===== config.mk =====
export PLATFORM = sky130hd
export DESIGN_NAME = adc_trim_bank
export DESIGN_NICKNAME = d
export VERILOG_FILES = /design/src/adc_trim_pkg.sv /design/src/adc_trim_bank.sv /design/src/trim_reg.sv
export VERILOG_INCLUDE_DIRS = /design/src
export SDC_FILE = /design/constraint.sdc
export NUM_CORES = 1
export LEC_CHECK = 0
export BUFFER_PORTS_ARGS = -buffer_cell sky130_fd_sc_hd__buf_2
export CAP_MARGIN = 30
export CORE_AREA = 2 2 226 161
export DETAILED_ROUTE_END_ITERATION = 12
export DIE_AREA = 0 0 228 163
export SLEW_MARGIN = 20
export SYNTH_ARGS = -nofsm -noshare
export SYNTH_HDL_FRONTEND = slang
export SYNTH_HIERARCHICAL = 1
export SYNTH_SLANG_ARGS = --single-unit

===== constraint.sdc =====
create_clock -name clk -period 4 [get_ports clk]
set_clock_uncertainty 0.1 [all_clocks]
set_input_delay 0.6 -clock clk [delete_from_list [all_inputs] [get_ports clk]]
set_output_delay 0.6 -clock clk [all_outputs]
set_load 0.02 [all_outputs]

===== src/adc_trim_consts.svh =====
// Offsets, field widths, reset values and bus codes of the calibration value bank
`ifndef ADC_TRIM_CONSTS_SVH
`define ADC_TRIM_CONSTS_SVH

// Address decode width within the module window
`define TRIM_ADDR_W      8
// Number of stored values and widest field
`define TRIM_NUM         14
`define TRIM_MAX_W       10

// Plus-side register offsets
`define OFS_PLUS_D       8'h34
`define OFS_PLUS_S       8'h38
`define OFS_PLUS_4       8'h3C
`define OFS_PLUS_3       8'h40
`define OFS_PLUS_2       8'h44
`define OFS_PLUS_1       8'h48
`define OFS_PLUS_0       8'h4C

// Minus-side register offsets
`define OFS_MINUS_D      8'h54
`define OFS_MINUS_S      8'h58
`define OFS_MINUS_4      8'h5C
`define OFS_MINUS_3      8'h60
`define OFS_MINUS_2      8'h64
`define OFS_MINUS_1      8'h68
`define OFS_MINUS_0      8'h6C

// Bank status register
`define OFS_STATUS       8'h70
`define STAT_RUN_BIT     0
`define STAT_LOADED_BIT  1

// Field widths of the seven values on each side
`define TRIM_W_D         6
`define TRIM_W_S         6
`define TRIM_W_4         10
`define TRIM_W_3         9
`define TRIM_W_2         8
`define TRIM_W_1         7
`define TRIM_W_0         6

// Reset values
`define TRIM_RST         10'h000
`define DATA_RST         32'h0000_0000

// Bus response codes
`define RESP_OKAY        2'h0
`define RESP_SLVERR      2'h2

`endif


===== src/adc_trim_pkg.sv =====
// State types of the calibration value bank
package adc_trim_pkg;
`include "adc_trim_consts.svh"

   // State of one stored calibration value
   typedef struct packed {
      logic [`TRIM_MAX_W-1:0] val;
   } trim_state_t;

   // State of the bus slave and the bank control
   typedef struct packed {
      logic                    aw_held;
      logic [`TRIM_ADDR_W-1:0] awaddr;
      logic                    w_held;
      logic [31:0]             wdata;
      logic [3:0]              wstrb;
      logic                    bvalid;
      logic [1:0]              bresp;
      logic                    rvalid;
      logic [31:0]             rdata;
      logic [1:0]              rresp;
      logic                    cal_run_prev;
      logic                    loaded;
   } bank_state_t;

endpackage


===== src/adc_trim_bank.sv =====
// Calibration value bank with AXI4-Lite register access
`include "adc_trim_consts.svh"

module adc_trim_bank (
   input  wire logic                        clk,
   input  wire logic                        rst_n,
   // AXI4-Lite write address
   input  wire logic                        s_axi_awvalid,
   output      logic                        s_axi_awready,
   input  wire logic [`TRIM_ADDR_W-1:0]     s_axi_awaddr,
   input  wire logic [2:0]                  s_axi_awprot,
   // AXI4-Lite write data
   input  wire logic                        s_axi_wvalid,
   output      logic                        s_axi_wready,
   input  wire logic [31:0]                 s_axi_wdata,
   input  wire logic [3:0]                  s_axi_wstrb,
   // AXI4-Lite write response
   output      logic                        s_axi_bvalid,
   input  wire logic                        s_axi_bready,
   output      logic [1:0]                  s_axi_bresp,
   // AXI4-Lite read address
   input  wire logic                        s_axi_arvalid,
   output      logic                        s_axi_arready,
   input  wire logic [`TRIM_ADDR_W-1:0]     s_axi_araddr,
   input  wire logic [2:0]                  s_axi_arprot,
   // AXI4-Lite read data
   output      logic                        s_axi_rvalid,
   input  wire logic                        s_axi_rready,
   output      logic [31:0]                 s_axi_rdata,
   output      logic [1:0]                  s_axi_rresp,
   // Calibration engine side
   input  wire logic                        cal_run,
   input  wire logic [6:0][`TRIM_MAX_W-1:0] cal_plus_vals,
   input  wire logic [6:0][`TRIM_MAX_W-1:0] cal_minus_vals,
   // Stored values toward the converter
   output      logic [6:0][`TRIM_MAX_W-1:0] trim_plus,
   output      logic [6:0][`TRIM_MAX_W-1:0] trim_minus
);

   // Entry order: plus D,S,4,3,2,1,0 then minus D,S,4,3,2,1,0
   localparam logic [`TRIM_ADDR_W-1:0] OFS_TAB [`TRIM_NUM] = '{
      `OFS_PLUS_D, `OFS_PLUS_S, `OFS_PLUS_4, `OFS_PLUS_3,
      `OFS_PLUS_2, `OFS_PLUS_1, `OFS_PLUS_0,
      `OFS_MINUS_D, `OFS_MINUS_S, `OFS_MINUS_4, `OFS_MINUS_3,
      `OFS_MINUS_2, `OFS_MINUS_1, `OFS_MINUS_0
   };
   localparam int unsigned FW_TAB [`TRIM_NUM] = '{
      `TRIM_W_D, `TRIM_W_S, `TRIM_W_4, `TRIM_W_3, `TRIM_W_2, `TRIM_W_1, `TRIM_W_0,
      `TRIM_W_D, `TRIM_W_S, `TRIM_W_4, `TRIM_W_3, `TRIM_W_2, `TRIM_W_1, `TRIM_W_0
   };

   adc_trim_pkg::bank_state_t                 state_ff;
   adc_trim_pkg::bank_state_t                 nxt_state;
   logic [`TRIM_NUM-1:0][`TRIM_MAX_W-1:0]     cal_all;
   logic [`TRIM_NUM-1:0][`TRIM_MAX_W-1:0]     trim_all;
   logic [`TRIM_NUM-1:0]                      wr_hit;
   logic [`TRIM_MAX_W-1:0]                    wr_lane_mask;
   logic [`TRIM_NUM-1:0][`TRIM_MAX_W-1:0]     wr_merged;
   logic                                      hw_load;
   logic                                      do_write;
   logic                                      wr_status;
   logic                                      wr_mapped;
   logic                                      rd_take;

   // Generated values in entry order
   assign cal_all = {cal_minus_vals, cal_plus_vals};

   // Run flag falling marks the end of calibration
   assign hw_load = state_ff.cal_run_prev && !cal_run;

   // Write executes once address and data are both held
   assign do_write     = state_ff.aw_held && state_ff.w_held && !state_ff.bvalid;
   assign wr_lane_mask = {{2{state_ff.wstrb[1]}}, {8{state_ff.wstrb[0]}}};
   assign wr_status    = state_ff.awaddr[`TRIM_ADDR_W-1:2] == `OFS_STATUS >> 2;
   assign wr_mapped    = (|wr_hit) || wr_status;

   // One decoder, one merge and one register per entry
   genvar gi;
   generate
      for (gi = 0; gi < `TRIM_NUM; gi++) begin : g_trim
         assign wr_hit[gi] = do_write &&
            (state_ff.awaddr[`TRIM_ADDR_W-1:2] == OFS_TAB[gi][`TRIM_ADDR_W-1:2]);
         assign wr_merged[gi] = (trim_all[gi] & ~wr_lane_mask) |
                                (state_ff.wdata[`TRIM_MAX_W-1:0] & wr_lane_mask);
         trim_reg #(
            .W (FW_TAB[gi])
         ) u_trim_reg (
            .clk     (clk),
            .rst_n   (rst_n),
            .hw_load (hw_load),
            .hw_val  (cal_all[gi]),
            .sw_wr   (wr_hit[gi]),
            .sw_val  (wr_merged[gi]),
            .value   (trim_all[gi])
         );
      end
   endgenerate

   // Read decode: stored field zero-extended, unmapped gives an error
   function automatic logic [33:0] read_word(input logic [`TRIM_ADDR_W-1:0] addr,
                                             input logic [`TRIM_NUM-1:0][`TRIM_MAX_W-1:0] vals,
                                             input logic run,
                                             input logic loaded);
      logic [33:0] res;
      res = {`RESP_SLVERR, `DATA_RST};
      for (int i = 0; i < `TRIM_NUM; i++) begin
         if (addr[`TRIM_ADDR_W-1:2] == OFS_TAB[i][`TRIM_ADDR_W-1:2]) begin
            res = {`RESP_OKAY, 22'h000000, vals[i]};
         end
      end
      if (addr[`TRIM_ADDR_W-1:2] == `OFS_STATUS >> 2) begin
         res = {`RESP_OKAY, 30'h00000000, loaded, run};
      end
      return res;
   endfunction

   // Bus handshakes: each write half accepts while not held and no response is pending; reads while no read data is pending
   assign s_axi_awready = !state_ff.aw_held && !state_ff.bvalid;
   assign s_axi_wready  = !state_ff.w_held && !state_ff.bvalid;
   assign s_axi_arready = !state_ff.rvalid;
   assign rd_take       = s_axi_arvalid && s_axi_arready;

   // Next state of the slave and the bank control
   always_comb begin
      nxt_state = state_ff;
      nxt_state.cal_run_prev = cal_run;
      // Capture write address and data in either order
      if (s_axi_awvalid && s_axi_awready) begin
         nxt_state.aw_held = 1'b1;
         nxt_state.awaddr  = s_axi_awaddr;
      end
      if (s_axi_wvalid && s_axi_wready) begin
         nxt_state.w_held = 1'b1;
         nxt_state.wdata  = s_axi_wdata;
         nxt_state.wstrb  = s_axi_wstrb;
      end
      // Complete the write and raise its response
      if (do_write) begin
         nxt_state.aw_held = 1'b0;
         nxt_state.w_held  = 1'b0;
         nxt_state.bvalid  = 1'b1;
         nxt_state.bresp   = wr_mapped ? `RESP_OKAY : `RESP_SLVERR;
      end
      if (state_ff.bvalid && s_axi_bready) begin
         nxt_state.bvalid = 1'b0;
      end
      // Loaded flag: write one clears, a calibration load wins
      if (do_write && wr_status && state_ff.wstrb[0] &&
          state_ff.wdata[`STAT_LOADED_BIT]) begin
         nxt_state.loaded = 1'b0;
      end
      if (hw_load) begin
         nxt_state.loaded = 1'b1;
      end
      // Read: data registered one cycle after the address is taken
      if (state_ff.rvalid && s_axi_rready) begin
         nxt_state.rvalid = 1'b0;
      end
      if (rd_take) begin
         nxt_state.rvalid = 1'b1;
         {nxt_state.rresp, nxt_state.rdata} =
            read_word(s_axi_araddr, trim_all, cal_run, state_ff.loaded);
      end
   end

   // State register
   always_ff @(posedge clk or negedge rst_n) begin
      if (!rst_n) begin
         state_ff.aw_held      <= 1'b0;
         state_ff.awaddr       <= `TRIM_ADDR_W'(0);
         state_ff.w_held       <= 1'b0;
         state_ff.wdata        <= `DATA_RST;
         state_ff.wstrb        <= 4'h0;
         state_ff.bvalid       <= 1'b0;
         state_ff.bresp        <= `RESP_OKAY;
         state_ff.rvalid       <= 1'b0;
         state_ff.rdata        <= `DATA_RST;
         state_ff.rresp        <= `RESP_OKAY;
         state_ff.cal_run_prev <= 1'b0;
         state_ff.loaded       <= 1'b0;
      end else begin
         state_ff <= nxt_state;
      end
   end

   // Outputs
   assign s_axi_bvalid = state_ff.bvalid;
   assign s_axi_bresp  = state_ff.bresp;
   assign s_axi_rvalid = state_ff.rvalid;
   assign s_axi_rdata  = state_ff.rdata;
   assign s_axi_rresp  = state_ff.rresp;
   assign trim_plus    = trim_all[6:0];
   assign trim_minus   = trim_all[13:7];
endmodule


===== src/trim_reg.sv =====
// One calibration value register with hardware load priority
`include "adc_trim_consts.svh"

module trim_reg #(
   parameter int unsigned W = 6
) (
   input  wire logic                   clk,
   input  wire logic                   rst_n,
   input  wire logic                   hw_load,
   input  wire logic [`TRIM_MAX_W-1:0] hw_val,
   input  wire logic                   sw_wr,
   input  wire logic [`TRIM_MAX_W-1:0] sw_val,
   output      logic [`TRIM_MAX_W-1:0] value
);

   localparam logic [`TRIM_MAX_W-1:0] FIELD_MASK = `TRIM_MAX_W'((1 << W) - 1);

   adc_trim_pkg::trim_state_t state_ff;
   adc_trim_pkg::trim_state_t nxt_state;

   // Calibration load beats a software write in the same cycle
   always_comb begin
      nxt_state = state_ff;
      if (hw_load) begin
         nxt_state.val = hw_val;
      end else if (sw_wr) begin
         nxt_state.val = sw_val;
      end
      nxt_state.val = nxt_state.val & FIELD_MASK;
   end

   // State register
   always_ff @(posedge clk or negedge rst_n) begin
      if (!rst_n) begin
         state_ff.val <= `TRIM_RST;
      end else begin
         state_ff <= nxt_state;
      end
   end

   assign value = state_ff.val;
endmodule


==> run summary <==
Worst setup SP type: flop
Final hold viol count: 0
IO Pins: 387
Int Power: 3.61 mW
Endpoint class of the critical path: flop
Peak VDD IR: 0.256 mV
WS Path Type: reg2reg
CTS sink cnt: 140
Area delta synth->final: 20.0%
Power share of the combinational group: 38.6%
Die area: 37200 um2
Deepest clock path buffer count: 2
WHS: 0.229 ns
Dpl cell area: 11000 um2
Min cycle time layout: 2.78 ns
Cells after synthesis: 1185
Post CTS Setup Buffer Count: 0
Highest routing layer actually used: met5
CP Max Fanout: 8
Post-CTS sizing: 0
Endpoints failing setup: 0
Starting Density: 27.7%
First-pass GRT wire length: 58.4 mm
Root buf cell: clkbuf_16
Fin crit share: 69.4%
Status: complete, no violations
Ratio of cells with drive above 1 in the final layout: 25.6%
Largest stage delay, worst path: 0.60 ns
Warnings, synthesis: 6
Vias: 9067
Pwr Total: 6.24 mW
Design Area, Final: 11700 um2
Final Max Slew Viols: 0
Leakage: 5.21 nW
Required time worst endpoint: 4.22 ns
Clk network pwr share: 28.8%
TritonRoute pass-1 iters: 5
H-tree depth: 4
Final Util: 33.2%
PwrDens: 533 nW/um2
RSZ-0062 raised after global routing: false
Hold WC Path Type: in2reg
Switching Fraction: 42.1%
Finished Layout Cells: 1872
Die height: 163 um
Slew @ Worst Pin: 0.901 ns
DR WL/cell: 21.6 um
Slowest cell on the critical path: or4_1
Nets: 1582
CP arrival: 3.00 ns
Met1 WL: 19.6 mm
Setup TNS: 0 ns
Overflow after GRT: 0
DRC violations left: 0
Chip Width: 228 um
All-Layer GR Usage: 21.7%
Sw Pwr: 2.63 mW
Clock latency on the worst-skew pair: 0.45 ns
FILL cells: 3815
Largest net degree at the start of global routing: 181
Final worst slack: 1.22 ns
Worst-path clk slew: 0.07 ns
CTS tree: done
Worst slew margin: 39.9%
Met3 wire len: 2.39 mm
Routed vias/inst: 4.84
F_max: 360 MHz
Combined area of all synthesized cells: 9760 um2
Vias in the first global route: 8673
Initial antenna violation count: 6
Seq pwr share: 32.6%
ANT nets after route: 0
Avg Cell Area, Syn: 8.24 um2
Sequence of cells on the critical path: nand3b_1 -> or4_1 -> nor2_1 -> buf_4 -> mux2i_1 -> o21ai_2
Number of max-cap violations: 0
Core area: 35300 um2
Final wirelength: 40.5 mm
Row cnt: 58
Cts bufs inserted: 17
DPL Wire Length: 30.2 mm
Routability Congestion: 0.858
Input/output buffers: 256
DRT iter0 DRCs: 660
Metal2 WL: 17.7 mm
DP Worst Slack: 0.991 ns
Dpl cells: 1834
[cell usage in the layout, fill, tap and decap left out, types with 8 or more instances in the layout]
cell,n
a211oi_1,11
a22oi_1,16
buf_2,254
nor2_1,40
clkbuf_16,17
nor3_1,10
mux2_1,8
a21oi_1,30
conb_1,60
o21ai_0,120
o22ai_1,11
nand2b_1,15
buf_4,29
nand2_1,144
mux2_2,18
o21ai_1,108
inv_1,121
mux2i_1,108
nand3_1,9
dfrtp_1,139
[metal layers]
layer	global-route usage, %	vias to the layer above
li1	-	4270
met1	30.9	4430
met3	4.69	46
met2	32.6	311
met4	6.63	10
met5	0	-
[worst paths after layout]
| path | from | end | slack [ns] | cells past startpoint |
|---|---|---|---|---|
| setup / recovery | s_axi_bvalid | g_trim[2].u_trim_reg/value[9] | 1.22 | 6 |
| hold / removal | cal_run | state_ff[1] | 0.23 | 1 |
| setup reg to reg | s_axi_bvalid | g_trim[2].u_trim_reg/value[9] | 1.22 | 6 |
| hold reg to reg | s_axi_rdata[1] | s_axi_rdata[1] | 0.38 | 2 |
| max in group asynchronous | rst_n | g_trim[11].u_trim_reg/value[4] | 2.63 | 3 |
| min in group asynchronous | rst_n | g_trim[4].u_trim_reg/value[4] | 0.48 | 2 |
[power groups by stage]
stage          Clock [mW]  Sequential, mW  Combinational [mW]
2_1_floorplan           0            2.13                1.39
3_3_place_gp            0            2.05                2.34
3_5_place_dp            0            2.06                2.41
4_1_cts              1.84            2.03                2.41
5_1_grt              1.88            2.08                2.63
6_report             1.80            2.04                2.41
[repair_timing]
action	4_1_cts	5_1_grt
setup endpoints to repair	0	0
hold buffers	0	1
hold endpoints to repair	0	20
[layout make-up]
| class | count | area [um2] | share of cell area, % |
|---|---|---|---|
| multi-input combinational | 806 | 4890 | 41.8 |
| sequential | 140 | 3500 | 29.9 |
| timing repair buffer | 290 | 1610 | 13.7 |
| tap | 480 | 601 | 5.13 |
| clock buffer | 22 | 484 | 4.13 |
| inverter | 121 | 454 | 3.88 |
| clock inverter | 9 | 161 | 1.38 |
| antenna | 4 | 10.0 | 0.0854 |
[worst max-delay path, delay by kind of cell (launching register included)]
family | cells | cell delay, ns
compound gates | 1 | 0.06
buf+inv | 1 | 0.31
flops | 1 | 0.43
mux | 1 | 0.24
simple gates | 3 | 1.51
[registers in the layout (all words and copies together), names as in the netlist]
name / cells
g_trim.u_trim_reg/value: 104
s_axi_rdata: 10
s_axi_bvalid: 1
state_ff: 22
s_axi_rresp: 1
s_axi_rvalid: 1
s_axi_bresp: 1
No activity file was read; power rests on OpenSTA's default activity.
